$ cat config.mk
export PLATFORM = sky130hd
export DESIGN_NAME = external_pin_interrupt_unit
export DESIGN_NICKNAME = d
export VERILOG_FILES = /design/src/hdl/ext_irq_pkg.sv /design/src/hdl/external_pin_interrupt_unit.sv /design/src/hdl/pin_sync3.sv /design/src/hdl/sense_detect.sv
export VERILOG_INCLUDE_DIRS = /design/src /design/src/hdl
export SDC_FILE = /design/constraint.sdc
export NUM_CORES = 1
export LEC_CHECK = 0
export BUFFER_PORTS_ARGS = -buffer_cell sky130_fd_sc_hd__buf_4
export CAP_MARGIN = 10
export CELL_PAD_IN_SITES_DETAIL_PLACEMENT = 1
export CELL_PAD_IN_SITES_GLOBAL_PLACEMENT = 1
export CORE_MARGIN = 2
export CORE_UTILIZATION = 25
export CTS_BUF_LIST = sky130_fd_sc_hd__clkbuf_8
export DETAILED_ROUTE_END_ITERATION = 6
export PLACE_DENSITY_LB_ADDON = 0.05
export SETUP_SLACK_MARGIN = 0.1
export SKIP_LAST_GASP = 1
export SYNTH_ARGS = -nofsm -noshare
export SYNTH_HDL_FRONTEND = slang
export SYNTH_SLANG_ARGS = --single-unit
$ cat constraint.sdc
create_clock -name sys_clk -period 5.38 [get_ports sys_clk]
set_input_delay 1.076 -clock sys_clk [delete_from_list [all_inputs] [get_ports sys_clk]]
set_output_delay 1.076 -clock sys_clk [all_outputs]
set_load 0.01 [all_outputs]
$ cat src/hdl/ext_irq_params.svh
// Register indices, field positions and reset values of the external pin interrupt unit
`ifndef EXT_IRQ_PARAMS_SVH
`define EXT_IRQ_PARAMS_SVH

`define IDX_W               10
`define IDX_EXT_INT_ENABLE  10'h03d
`define IDX_GROUP_ENABLE    10'h068
`define IDX_SENSE_CONTROL   10'h069
`define IDX_MASK_GROUP_ZERO 10'h06b
`define IDX_MASK_GROUP_ONE  10'h06c
`define IDX_MASK_GROUP_TWO  10'h06d
`define IDX_EXT_INT_FLAGS   10'h070
`define IDX_GROUP_FLAGS     10'h071
`define IDX_IRQ_STATUS      10'h072
`define IDX_IRQ_MASK        10'h073

`define REG_RESET_8         8'h00
`define REG_RESET_5         5'h00
`define REG_RESET_3         3'h0
`define REG_RESET_2         2'h0
`define MASK_ONE_VALID      8'h7f

`define SENSE_ZERO_LSB      0
`define SENSE_ONE_LSB       2
`define EXT_W               2
`define GRP_W               3
`define EVT_W               5
`define PC_W                24
`define SYNC_W              26

`endif

$ cat src/hdl/ext_irq_pkg.sv
// Types shared by the external pin interrupt unit
package ext_irq_pkg;
    typedef enum logic [1:0]
    {
        SENSE_LOW    = 2'b00,
        SENSE_CHANGE = 2'b01,
        SENSE_FALL   = 2'b10,
        SENSE_RISE   = 2'b11
    } sense_mode_t;
endpackage : ext_irq_pkg

$ cat src/hdl/external_pin_interrupt_unit.sv
// External pin and pin-change interrupt unit with APB register access
//
// Contract
// - Pin levels raise interrupts even when the pins are driven as outputs.
// - Group two watches inputs 16..23, group one inputs 8..14.
// - One mask register per group picks contributing pin-change inputs.
// - Pin-change activity is seen without the clock, to wake from sleep.
// - Enabled low-level mode requests continuously while the pin stays low.
// - Edges on dedicated pins are recognised only while the clock runs.
// - Low level on dedicated pins is seen without the clock, to wake.
// - A level gone before start-up ends wakes but gives no interrupt.
// - Sense codes: 00 low, 01 any change, 10 falling, 11 rising.
// - Pin one sense in bits 3..2, pin zero sense in bits 1..0.
// - Pins are sampled before edge detection; longer pulses always trigger.
// - Pin request forwarded only with its enable and the global flag.
// - Flag set on trigger, cleared by vector entry or writing one.
// - In low-level mode the pin's flag stays cleared.
// - Unused upper register bits read as zero.
// - Group flag set on any trigger, cleared by vector or writing one.
// - Mask bit enables its pin only while the group enable is set.
`timescale 1ns/1ps
`include "ext_irq_params.svh"
module external_pin_interrupt_unit (
    // Clock and reset
    input  wire logic                  sys_clk,
    input  wire logic                  nrst,
    input  wire logic                  clk_en,
    // APB slave
    input  wire logic [11:0]           paddr,
    input  wire logic                  psel,
    input  wire logic                  penable,
    input  wire logic                  pwrite,
    input  wire logic [31:0]           pwdata,
    output logic      [31:0]           prdata,
    output logic                       pready,
    output logic                       pslverr,
    // Pins
    input  wire logic                  ext_irq_pin_zero,
    input  wire logic                  ext_irq_pin_one,
    input  wire logic [`PC_W-1:0]      pin_change_inputs,
    // CPU side
    input  wire logic                  global_int_en,
    input  wire logic [`EXT_W-1:0]     ext_vector_ack,
    input  wire logic [`GRP_W-1:0]     group_vector_ack,
    output logic      [`EXT_W-1:0]     ext_req,
    output logic                       pin_change_group_zero_req,
    output logic                       pin_change_group_one_req,
    output logic                       pin_change_group_two_req,
    // Wake and interrupt
    output logic                       async_wake,
    output logic                       irq
);
    // Registers
    logic [`EXT_W-1:0]  ext_int_enable_ff;
    logic [`GRP_W-1:0]  group_enable_ff;
    logic [3:0]         sense_ff;
    logic [7:0]         mask_ff [`GRP_W];
    logic [`EXT_W-1:0]  ext_flag_ff;
    logic [`GRP_W-1:0]  group_flag_ff;
    logic [`EVT_W-1:0]  irq_status_ff;
    logic [`EVT_W-1:0]  irq_mask_ff;
    logic [`EXT_W-1:0]  ext_prev_ff;
    logic [`PC_W-1:0]   pc_prev_ff;
    logic [`GRP_W-1:0]  pc_hit_ff;
    logic [31:0]        prdata_ff;
    logic               slverr_ff;

    logic [`EXT_W-1:0]  nxt_ext_flag;
    logic [`GRP_W-1:0]  nxt_group_flag;
    logic [`EVT_W-1:0]  nxt_irq_status;

    // Synchronised pins
    logic [`SYNC_W-1:0] sync_lvl;
    logic [`EXT_W-1:0]  ext_lvl;
    logic [`PC_W-1:0]   pc_lvl;
    logic [`EXT_W-1:0]  ext_trig;
    logic [`EXT_W-1:0]  ext_low;
    logic [`EXT_W-1:0]  ext_low_mode;
    logic [`GRP_W-1:0]  group_hit;
    logic [`PC_W-1:0]   pc_eff_mask;
    logic [`EXT_W-1:0]  raw_ext;

    // Bus decode
    wire [`IDX_W-1:0] idx;
    wire              setup_ph;
    wire              access_ph;
    wire              wr;
    wire              we_enable;
    wire              we_group_en;
    wire              we_sense;
    wire              we_ext_flags;
    wire              we_group_flags;
    wire              we_irq_status;
    wire              we_irq_mask;
    wire [`GRP_W-1:0] we_mask;

    function automatic logic addr_hit(input logic [`IDX_W-1:0] i);
        if (i == `IDX_EXT_INT_ENABLE)       addr_hit = 1'b1;
        else if (i == `IDX_GROUP_ENABLE)    addr_hit = 1'b1;
        else if (i == `IDX_SENSE_CONTROL)   addr_hit = 1'b1;
        else if (i == `IDX_MASK_GROUP_ZERO) addr_hit = 1'b1;
        else if (i == `IDX_MASK_GROUP_ONE)  addr_hit = 1'b1;
        else if (i == `IDX_MASK_GROUP_TWO)  addr_hit = 1'b1;
        else if (i == `IDX_EXT_INT_FLAGS)   addr_hit = 1'b1;
        else if (i == `IDX_GROUP_FLAGS)     addr_hit = 1'b1;
        else if (i == `IDX_IRQ_STATUS)      addr_hit = 1'b1;
        else if (i == `IDX_IRQ_MASK)        addr_hit = 1'b1;
        else                                addr_hit = 1'b0;
    endfunction : addr_hit

    assign idx            = paddr[11:2];
    assign setup_ph       = psel & ~penable;
    assign access_ph      = psel & penable;
    assign wr             = access_ph & pwrite & ~slverr_ff;
    assign we_enable      = wr & (idx == `IDX_EXT_INT_ENABLE);
    assign we_group_en    = wr & (idx == `IDX_GROUP_ENABLE);
    assign we_sense       = wr & (idx == `IDX_SENSE_CONTROL);
    assign we_ext_flags   = wr & (idx == `IDX_EXT_INT_FLAGS);
    assign we_group_flags = wr & (idx == `IDX_GROUP_FLAGS);
    assign we_irq_status  = wr & (idx == `IDX_IRQ_STATUS);
    assign we_irq_mask    = wr & (idx == `IDX_IRQ_MASK);
    assign we_mask[0]     = wr & (idx == `IDX_MASK_GROUP_ZERO);
    assign we_mask[1]     = wr & (idx == `IDX_MASK_GROUP_ONE);
    assign we_mask[2]     = wr & (idx == `IDX_MASK_GROUP_TWO);

    function automatic logic [31:0] read_mux(input logic [`IDX_W-1:0] i);
        if (i == `IDX_EXT_INT_ENABLE)       read_mux = {30'h0, ext_int_enable_ff};
        else if (i == `IDX_GROUP_ENABLE)    read_mux = {29'h0, group_enable_ff};
        else if (i == `IDX_SENSE_CONTROL)   read_mux = {28'h0, sense_ff};
        else if (i == `IDX_MASK_GROUP_ZERO) read_mux = {24'h0, mask_ff[0]};
        else if (i == `IDX_MASK_GROUP_ONE)  read_mux = {24'h0, mask_ff[1]};
        else if (i == `IDX_MASK_GROUP_TWO)  read_mux = {24'h0, mask_ff[2]};
        else if (i == `IDX_EXT_INT_FLAGS)   read_mux = {30'h0, ext_flag_ff};
        else if (i == `IDX_GROUP_FLAGS)     read_mux = {29'h0, group_flag_ff};
        else if (i == `IDX_IRQ_STATUS)      read_mux = {27'h0, irq_status_ff};
        else if (i == `IDX_IRQ_MASK)        read_mux = {27'h0, irq_mask_ff};
        else                                read_mux = 32'h0;
    endfunction : read_mux

    // pin level taken whatever its port direction
    assign raw_ext = {ext_irq_pin_one, ext_irq_pin_zero};

    pin_sync3 #(
        .W (`SYNC_W)
    ) u_sync (
        .sys_clk  (sys_clk),
        .nrst     (nrst),
        .clk_en   (clk_en),
        .async_in ({pin_change_inputs, raw_ext}),
        .sync_out (sync_lvl)
    );

    assign ext_lvl = sync_lvl[`EXT_W-1:0];
    assign pc_lvl  = sync_lvl[`SYNC_W-1:`EXT_W];

    genvar gp;
    generate
        for (gp = 0; gp < `EXT_W; gp++)
        begin : g_pin
            ext_irq_pkg::sense_mode_t mode;
            assign mode = ext_irq_pkg::sense_mode_t'(sense_ff[2*gp+1 -: 2]);
            assign ext_low_mode[gp] = (mode == ext_irq_pkg::SENSE_LOW);
            // edges seen on the clock only
            sense_detect u_sense (
                .level      (ext_lvl[gp]),
                .prev       (ext_prev_ff[gp]),
                .mode       (mode),
                .trig       (ext_trig[gp]),
                .low_active (ext_low[gp])
            );
        end
    endgenerate

    generate
        for (gp = 0; gp < `GRP_W; gp++)
        begin : g_grp
            assign pc_eff_mask[8*gp+7 -: 8] = mask_ff[gp] & {8{group_enable_ff[gp]}};
            assign group_hit[gp] = |((pc_lvl[8*gp+7 -: 8] ^ pc_prev_ff[8*gp+7 -: 8])
                                     & pc_eff_mask[8*gp+7 -: 8]);
        end
    endgenerate

    assign nxt_ext_flag   = ~ext_low_mode & (ext_trig | (ext_flag_ff &
                            ~ext_vector_ack & ~({`EXT_W{we_ext_flags}} & pwdata[`EXT_W-1:0])));
    assign nxt_group_flag = pc_hit_ff | (group_flag_ff & ~group_vector_ack &
                            ~({`GRP_W{we_group_flags}} & pwdata[`GRP_W-1:0]));
    assign nxt_irq_status = {pc_hit_ff, ext_trig} | (irq_status_ff &
                            ~({`EVT_W{we_irq_status}} & pwdata[`EVT_W-1:0]));

    always_ff @(posedge sys_clk)
    begin
        if (!nrst)
        begin
            ext_prev_ff   <= `REG_RESET_2;
            pc_prev_ff    <= '0;
            pc_hit_ff     <= `REG_RESET_3;
            ext_flag_ff   <= `REG_RESET_2;
            group_flag_ff <= `REG_RESET_3;
            irq_status_ff <= `REG_RESET_5;
        end
        else if (clk_en)
        begin
            ext_prev_ff   <= ext_lvl;
            pc_prev_ff    <= pc_lvl;
            pc_hit_ff     <= group_hit;
            ext_flag_ff   <= nxt_ext_flag;
            group_flag_ff <= nxt_group_flag;
            irq_status_ff <= nxt_irq_status;
        end
    end

    // Control registers written at the access edge
    always_ff @(posedge sys_clk)
    begin
        if (!nrst)
        begin
            ext_int_enable_ff <= `REG_RESET_2;
            group_enable_ff   <= `REG_RESET_3;
            sense_ff          <= '0;
            irq_mask_ff       <= `REG_RESET_5;
            for (int i = 0; i < `GRP_W; i++)
                mask_ff[i] <= `REG_RESET_8;
        end
        else if (clk_en)
        begin
            if (we_enable)
                ext_int_enable_ff <= pwdata[`EXT_W-1:0];
            if (we_group_en)
                group_enable_ff <= pwdata[`GRP_W-1:0];
            if (we_sense)
                sense_ff <= pwdata[3:0];
            if (we_irq_mask)
                irq_mask_ff <= pwdata[`EVT_W-1:0];
            if (we_mask[0])
                mask_ff[0] <= pwdata[7:0];
            // bit seven of group one reads zero
            if (we_mask[1])
                mask_ff[1] <= pwdata[7:0] & `MASK_ONE_VALID;
            if (we_mask[2])
                mask_ff[2] <= pwdata[7:0];
        end
    end

    // Read data captured in setup so it comes from a flop
    always_ff @(posedge sys_clk)
    begin
        if (!nrst)
        begin
            prdata_ff <= 32'h0;
            slverr_ff <= 1'b0;
        end
        else if (clk_en && setup_ph)
        begin
            prdata_ff <= read_mux(idx);
            slverr_ff <= ~addr_hit(idx) | (paddr[1:0] != 2'h0);
        end
    end

    // Zero wait: a frozen clock enable would otherwise stall the bus
    assign pready  = 1'b1;
    assign pslverr = access_ph & slverr_ff;
    assign prdata  = prdata_ff;

    assign ext_req = ext_int_enable_ff & {`EXT_W{global_int_en}} &
                     ((ext_low_mode & ext_low) | (~ext_low_mode & ext_flag_ff));
    assign pin_change_group_zero_req = group_enable_ff[0] & global_int_en & group_flag_ff[0];
    assign pin_change_group_one_req  = group_enable_ff[1] & global_int_en & group_flag_ff[1];
    assign pin_change_group_two_req  = group_enable_ff[2] & global_int_en & group_flag_ff[2];

    // wake does not wait for the synchronised request
    assign async_wake = |(~raw_ext & ext_low_mode & ext_int_enable_ff) |
                        |((pin_change_inputs ^ pc_prev_ff) & pc_eff_mask);

    assign irq = |(irq_status_ff & irq_mask_ff);
endmodule : external_pin_interrupt_unit

$ cat src/hdl/pin_sync3.sv
// Three-stage pin synchroniser that accepts a change once stages two and three agree
`timescale 1ns/1ps
module pin_sync3 #(
    parameter int W = 1
) (
    // Clock and reset
    input  wire logic         sys_clk,
    input  wire logic         nrst,
    input  wire logic         clk_en,
    // Pins
    input  wire logic [W-1:0] async_in,
    // Clean levels
    output logic      [W-1:0] sync_out
);
    logic [W-1:0] s1_ff;
    logic [W-1:0] s2_ff;
    logic [W-1:0] s3_ff;
    logic [W-1:0] out_ff;
    logic [W-1:0] nxt_out;

    // Stage one feeds stage two only
    assign nxt_out = (s2_ff & s3_ff) | (out_ff & (s2_ff ^ s3_ff));

    always_ff @(posedge sys_clk)
    begin
        if (!nrst)
        begin
            s1_ff  <= '0;
            s2_ff  <= '0;
            s3_ff  <= '0;
            out_ff <= '0;
        end
        else if (clk_en)
        begin
            s1_ff  <= async_in;
            s2_ff  <= s1_ff;
            s3_ff  <= s2_ff;
            out_ff <= nxt_out;
        end
    end

    assign sync_out = out_ff;
endmodule : pin_sync3

$ cat src/hdl/sense_detect.sv
// Sense decoder for one dedicated interrupt pin
`timescale 1ns/1ps
module sense_detect (
    // Pin history
    input  wire logic                     level,
    input  wire logic                     prev,
    // Mode
    input  wire ext_irq_pkg::sense_mode_t mode,
    // Results
    output logic                          trig,
    output logic                          low_active
);
    wire rise;
    wire fall;
    wire is_low_mode;

    assign rise        = level & ~prev;
    assign fall        = ~level & prev;
    assign is_low_mode = (mode == ext_irq_pkg::SENSE_LOW);
    assign trig        = (mode == ext_irq_pkg::SENSE_CHANGE) ? (rise | fall) :
                         (mode == ext_irq_pkg::SENSE_FALL)   ? fall :
                         (mode == ext_irq_pkg::SENSE_RISE)   ? rise : 1'b0;
    assign low_active  = is_low_mode & ~level;
endmodule : sense_detect

Yosys cells after proc, flatten, opt, wreduce, memory -nomap -nowiden
Memory sizes are Yosys's and may differ from the RTL's.
Index checks and enable logic that the tools add are counted.
Widths: inputs -> output; s select.
{"block": "totals", "mem_count": 1, "register_bits": 190, "inputBits": 82, "ram_bits": 24}
{"memory": "mask_ff", "depth": 3, "word_bits": 8, "rd": 3, "rd_clocked_by_memory_dff": 0, "wr": 3, "line_no": "external_pin_interrupt_unit.sv:57", "source": "logic [7:0] mask_ff [`GRP_W];"}
{"block": "classes", "muxes": 44, "bitwise": 83, "eq_ne": 16, "reduce_logical": 14}
{"op": "$eq 10x7->1 const B", "n": 9}
{"op": "$mux 8", "n": 9}
{"op": "$and 26x26->26", "n": 2}
{"op": "$and 8x8->8", "n": 6}
{"op": "$mux 1", "n": 31}
{"op": "$and 1x1->1", "n": 27}
{"op": "$or 26x26->26", "n": 1}
{"op": "$xor 26x26->26", "n": 1}
{"op": "$and 24x24->24", "n": 1}
{"op": "$reduce_or 24->1", "n": 1}
{"op": "$reduce_or 8->1", "n": 3}
{"op": "$xor 24x24->24", "n": 1}
{"op": "$xor 8x8->8", "n": 3}
{"op": "$and 2x2->2", "n": 10}
{"op": "$mux 5", "n": 4}
{"op": "$and 5x5->5", "n": 3}
{"op": "$eq 10x6->1 const B", "n": 1}
{"op": "$and 3x3->3", "n": 3}
{"op": "$eq 2x2->1 const B", "n": 4}
{"op": "$not 2->2", "n": 4}
{"op": "$reduce_and 2->1", "n": 4}
{"op": "$not 1->1", "n": 7}
{"op": "$or 1x1->1", "n": 7}
{"op": "$not 3->3", "n": 2}
{"op": "other kinds (10)", "n": 13}

Longest topological paths before layout
Gate-level depths: netlist of the first run.
{"block": "logic_depth", "word_depth": 15, "ltp_mapped": 7, "ltp_nobuf": 7}

Modules after synthesis
From an unflattened synthesis of the first run, not the netlist that was laid out.
{"block": "hier_totals", "cells_unflattened": 939, "hier_area_um2": 9444.1}
{"module": "external_pin_interrupt_unit", "area_per_inst_um2": 4830.9, "n_inst": 1, "cells_per_inst": 502, "seq_area_each_um2": 1911.8}
{"module": "pin_sync3", "area_per_inst_um2": 4478.0, "n_inst": 1, "cells_per_inst": 419, "seq_area_each_um2": 2082.0}
{"module": "sense_detect", "area_per_inst_um2": 67.6, "n_inst": 2, "cells_per_inst": 9, "seq_area_each_um2": 0.0}

Worst setup path before layout of the first run
Ideal clock, no wire load.
{"block": "synth_timing", "kind": "input-to-output", "from": "input pin_change_inputs[14]", "to": "output async_wake", "cell_stages": 5, "arrival_time_ps": 1799, "required_ps": 4304, "setup_slack_ps": 2505, "path_cell_list": "xor2_1 -> a222oi_1 -> nand3_1 -> nand2_1 -> nand3_1"}
{"block": "synth_via", "elab_chain_len": 4}
{"item": "from (decl)", "line_no": "external_pin_interrupt_unit.sv:40", "source": "input wire logic [`PC_W-1:0] pin_change_inputs,"}
{"item": "$xor 24x24->24", "line_no": "external_pin_interrupt_unit.sv:272", "source": "|((pin_change_inputs ^ pc_prev_ff) & pc_eff_mask);"}
{"item": "$and 24x24->24", "line_no": "external_pin_interrupt_unit.sv:272"}
{"item": "$reduce_or 24->1", "line_no": "external_pin_interrupt_unit.sv:272"}
{"item": "$or 1x1->1", "line_no": "external_pin_interrupt_unit.sv:272"}
{"item": "to (decl)", "line_no": "external_pin_interrupt_unit.sv:50", "source": "output logic async_wake,"}
Every way passes these cells.

Worst setup path after layout of the first run
Same ends and word-level chain as after synthesis.

==> results.md, run 1 <==
- Status: finished clean
- Synth area leaders: dfxtp_1 38%, mux2i_1 13%, edfxtp_1 8.1%
- Yosys top cell area share: 37.8%
- GR Overflow Total: 0
- TritonCTS buffer count: 17
- Worst setup margin: 1.98 ns
- Pwr dens: 275 nW/µm²
- Clock buffer depth: 2
- Flops & latches, synth: 184
- Final Skew: 0.0135 ns
- Final WL: 25.1 mm
- Initial Utilization: 25.4%
- Initial antenna violation count: 0
- Port Buffers: 72
- Core Area: 33500 µm²
- Synth Flop Type: dfxtp_1
- Worst Path Required: 4.30 ns
- Cell Area, Synth: 8530 µm²
- Layout area overhead: 14.9%
- Post-Place Cells: 1345
- Global-route usage over all layers: 14.5%
- Rows: 67
- CP max FO: 2
- Finished Core Util: 29.2%
- Final setup violation count: 0
- Drt wl/cell: 18.3 µm
- Place WS: 1.85 ns
- Post_cts resized: 0
- HPWL Detailed: 18.4 mm
- Root buffer cell: clkbuf_8
- Total power: 0.00270 W
- Post-synth top cells: 161 x dfxtp_1, 130 x nor2_1, 115 x mux2i_1
- FFs w/ async S/R, synth: 0%
- Sw Share: 26.4%
- Die Ht: 189 µm
- Antenna Cells: 0
- Peak supply drop: 0.155 mV
- Lkg Pwr: 4.22 nW
- Final nets: 1027
- Synth Instances: 868
- DR iter-0 viols: 197
- Arrival time at the worst endpoint: 2.33 ns
- Drt via density: 4.65
- CTS tree: done
- Max Cap Violations: 0
- IO Count: 123
- Post-CTS Repair Setup Buffers: 0
- Fmax: 294 MHz
- Worst Hold Class: reg -> reg
- Cts hold-fix bufs: 0
- Internal power: 0.00198 W
- Unrepaired setup endpoints after global routing: no
- Clock sink total: 184
- Worst-Margin Slew: 1.15 ns
- Post-synth top area cell: dfxtp_1
- DRT Pass-1 Iters: 4
- Number of remaining DRC errors: 0
- Slew Viols, Final: 0
- WS Path Type: in -> out
- Layout cells sized above 1: 13.7%
- Setup crit end kind: output port
- Setup crit start kind: input pin
- Pin count of the biggest net entering global routing: 69
- Min Tclk post-route: 3.40 ns
- Logic gate share of total power: 7.7%
- GP Congestion: 0.792
- Mapped Avg Cell Area: 9.82 µm²
- Final worst-path cycle share: 63.3%
- EDFF count, synth: 23
- Relative slew slack: 22.9%
- Post-Layout Cell Count: 1377
- Final Hold Fails: 0
- Most common cell in the netlist: dfxtp_1
- Total negative slack: 0 ns
- Sequential share of the synthesized area: 45.9%
- Clock group share of total power: 38.6%
- Sequential power share: 53.7%
- First-pass GRT wire length: 39.4 mm
- Yosys cell types: 64
- Routed vias: 6404
- Worst-path clk slew: 0.10 ns
- Vias in the first global route: 6708
- Yosys warning count: 0
- Die Area: 35600 µm²
- Worst-Skew Late Latency: 0.48 ns
- Sw Pwr: 0.000711 W
- Routed Antenna Nets: 0
- H-tree levels: 4
- Die span in x: 189 µm
state kept, by name, summed over array words and instances (netlist names), 3 cells and up:
| register | flops |
|---|---|
| u_sync.sync_out | 25 |
| mask_ff | 23 |
| pc_prev_ff | 23 |
| prdata | 8 |
| u_sync.s3_ff | 25 |
| sense_ff | 4 |
| irq_status_ff | 5 |
| pc_hit_ff | 3 |
| irq_mask_ff | 5 |
| group_flag_ff | 3 |
| group_enable_ff | 3 |
| u_sync.s2_ff | 25 |
| u_sync.s1_ff | 25 |
through the flow:
stage                     hold slack [ns]  instance area, µm²
final                               0.503                9800
after global routing                0.528                9800
after CTS                           0.507                9800
after detailed placement            0.485                9360
after global placement              0.472                9360
after floorplan                     0.445                8610
path summary, 6_finish.rpt:
path,startpoint,to,slack [ns],depth (start not counted)
min,u_sync.s1_ff[4],u_sync.s1_ff[4],0.50,2
max,pin_change_inputs[14],async_wake,1.98,7
max reg2reg,slverr_ff,mask_ff[0][13],2.93,3
min reg2reg,u_sync.s1_ff[4],u_sync.s1_ff[4],0.50,2
power by group through the flow:
stage | combinational, W | sequential (W) | clock, W
after floorplan | 0.000141 | 0.00147 | 0
after global placement | 0.000208 | 0.00148 | 0
after detailed placement | 0.000213 | 0.00148 | 0
after CTS | 0.000214 | 0.00145 | 0.00109
after global routing | 0.000231 | 0.00145 | 0.00114
final | 0.000208 | 0.00145 | 0.00104
cells by family (layout without fill, tap and decap cells):
group,count (synthesis),count (layout),synth area share [%]
and+or+nand+nor,250,250,14.0
DFF,184,184,45.9
AOI/OAI and AO/OA,150,150,11.2
muxes,120,120,14.4
buffers and inverters,87,125,5.43
xor gates and xnor gates,46,46,4.72
adders and majority gates,29,29,4.26
other,2,25,0.0881
routing by layer:
layer,GRT usage [%],part of all wire (%)
met5,0,0
met4,3.70,1.1
met3,2.85,2.5
met2,24.8,50
met1,18.6,47
critical path, cell delays in order:
cell and delay (ns):
buf_4 0.13, xor2_1 0.14, a222oi_1 0.34, nand3_1 0.20
nand2_1 0.12, nand3_1 0.14, buf_4 0.18
placed cells by master, fill, tap and decap left out, types with 3 or more instances in the layout:
cell        netlist  final
nand4_1           4      4
a22oi_1          22     22
buf_4            25     78
a211oi_1          6      6
a31oi_1           4      4
nand2_1          52     52
bufinv_16         0      3
a311oi_1          3      3
mux2_2            3      3
a21oi_1          44     44
mux2i_1         115    115
inv_6             0      3
and3b_1           3      3
clkbuf_8          0     18
o22ai_1           4      4
clkinvlp_4        0      4
conb_1            2     25
and4b_1           5      5
inv_1            13     13
and2_1            9      9
dfxtp_1         161    161
o31ai_1           3      3
a222oi_1          5      5
ha_1             29     29
o21ai_0          38     38
xor2_1           46     46
nor2_1          130    130
a2111oi_0         4      4
edfxtp_1         23     23
and3_1            8      8
nand3_1          11     11
nand2b_1          6      6
area by class of cell:
type / instances / area, µm²
Inverter: 14 / 55.1
Multi-Input combinational cell: 620 / 4240
Fill cell: 3827 / 23700
Timing Repair Buffer: 79 / 597
Tap cell: 448 / 561
Clock buffer: 18 / 248
Clock inverter: 14 / 186
Sequential cell: 184 / 3910
Power figures use the tool's default switching activity.
==> inputs of run 2 (changes only) <==
==> constraint.sdc (replaced) <==
create_clock -name sys_clk -period 3.5 [get_ports sys_clk]
set_input_delay 0.7 -clock sys_clk [delete_from_list [all_inputs] [get_ports sys_clk]]
set_output_delay 0.7 -clock sys_clk [all_outputs]
set_load 0.01 [all_outputs]
==> results.md, run 2 (synthesis results as in run 1) <==
- Clock group share of total power: 36.6%
- Global-route usage over all layers: 14.6%
- WS Path Type: reg -> out
- GR Overflow Total: 0
- Clock buffer depth: 2
- Worst setup margin: 0.769 ns
- Hold WS: 0.448 ns
- Place WS: 0.765 ns
- Core Area: 33500 µm²
- Port Buffers: 72
- DRT Pass-1 Iters: 4
- Crit-path most repeated cell: a22oi_1
- Number of remaining DRC errors: 0
- Worst r2r path cells: 5
- Min Tclk post-route: 2.73 ns
- Final Hold Fails: 0
- Antenna Cells: 0
- Final nets: 1030
- Relative slew slack: 49.3%
- Sw Share: 27.7%
- Setup crit start: mask_ff[0][17]
- Root buffer cell: clkbuf_8
- Cts hold-fix bufs: 0
- Min-Delay Path Depth: 3
- Rows: 67
- Slowest cell on crit path: edfxtp_1
- RR Startpoint: slverr_ff
- Sw Pwr: 0.00111 W
- Lkg Pwr: 4.23 nW
- R2R Path End: mask_ff[0][3]
- HPWL Detailed: 18.4 mm
- WP buf/inv: 1
- Pwr dens: 410 nW/µm²
- Logic gate share of total power: 8.1%
- Max Cap Violations: 0
- Fillers: 3862
- Post-CTS Repair Setup Buffers: 0
- Drt via density: 4.64
- Layout cells sized above 1: 13.8%
- R2r setup slk: 1.43 ns
- Initial Utilization: 25.4%
- Worst-path clk slew: 0.10 ns
- CTS tree: done
- Layout area overhead: 14.9%
- Die span in x: 189 µm
- Clock sink total: 184
- Setup crit end kind: output port
- Worst Hold Class: in -> reg
- First-pass GRT wire length: 39.7 mm
- Final WL: 25.1 mm
- Worst-Margin Slew: 0.755 ns
- Crit path largest cell delay: 0.53 ns
- WHS Endpoint: u_sync.s1_ff[0]
- Cell family with most CP delay: flip-flops
- Drt wl/cell: 18.2 µm
- Arrival time at the worst endpoint: 2.03 ns
- Post_cts resized: 0
- Initial antenna violation count: 0
- Die Ht: 189 µm
- Worst-Skew Late Latency: 0.50 ns
- Final Skew: 0.00906 ns
- Peak supply drop: 0.247 mV
- Final setup violation count: 0
- Total negative slack: 0 ns
- IO Count: 123
- Worst Path Required: 2.80 ns
- HP Start: ext_irq_pin_zero
- Finished Core Util: 29.2%
- Vias in the first global route: 6795
- CP max FO: 3
- Sequential power share: 55.3%
- Internal power: 0.00290 W
- Slew Viols, Final: 0
- Setup crit start kind: flip-flop
- Routed Antenna Nets: 0
- Status: finished clean
- Most frequent cells in the layout: 161 x dfxtp_1, 130 x nor2_1, 115 x mux2i_1
- Worst-path cell chain: a22oi_1 -> nand4_1 -> a22oi_1 -> nand3_1 -> buf_4
- Pin count of the biggest net entering global routing: 61
- GP Congestion: 0.794
- Fmax: 366 MHz
- TritonCTS buffer count: 17
- Die Area: 35600 µm²
- H-tree levels: 4
- Routed vias: 6409
- Final worst-path cycle share: 78.0%
- Unrepaired setup endpoints after global routing: no
- Most common cell after layout, fill and taps aside: dfxtp_1
- DR iter-0 viols: 209
-- run 2: cell count changes in the layout (fill, tap and decap cells not counted), sizes merged --
| cell | before | now |
|---|---|---|
| clkbuf | 18 | 17 |
| clkinv | 2 | 4 |
| clkinvlp | 4 | 1 |
| buf | 79 | 82 |
| inv | 19 | 23 |
| bufinv | 3 | 1 |
-- run 2: tightest hold or removal path: stages --
cell     delay, ns
buf_4         0.09
mux2i_1       0.06
nor2_1        0.07
-- run 2: area by class of cell --
type                       count  area, µm²  area share [%]
clock inverter                15        155            1.58
multi-input combinational    620       4240            43.2
timing repair buffer          82        644            6.58
sequential                   184       3910            39.9
clock buffer                  17        234            2.39
inverter                      14       55.1           0.562
tap                          448        561            5.72
-- run 2: worst max path at each step --
stage | end | slack [ns] | depth (start not counted)
global placement | async_wake | 0.78 | 7
detailed placement | async_wake | 0.77 | 7
floorplan | mask_ff[0][0] | 1.07 | 4
finish | async_wake | 0.77 | 5
global route | async_wake | 0.55 | 6
CTS | async_wake | 0.64 | 5
-- run 2: stage by stage --
step / instance area (µm²) / power, W / cells
2_1_floorplan: 8610 / 0.00247 / 891
3_3_place_gp: 9410 / 0.00260 / 1348
6_report: 9800 / 0.00402 / 1380
5_1_grt: 9800 / 0.00423 / 1380
4_1_cts: 9800 / 0.00411 / 1380
3_5_place_dp: 9410 / 0.00261 / 1348
-- run 2: power groups by stage --
stage	Sequential (W)	Combinational (W)	Clock [W]
after CTS	0.00222	0.000335	0.00155
after floorplan	0.00225	0.000217	0
after detailed placement	0.00227	0.000334	0
after global routing	0.00223	0.000360	0.00164
after global placement	0.00227	0.000326	0
final	0.00222	0.000324	0.00147
-- run 2: routing by layer --
metal	track usage, %	share of wire [%]
met1	18.1	45
met2	25.7	51
met3	3.05	2.9
met4	3.61	1.0
met5	0	0
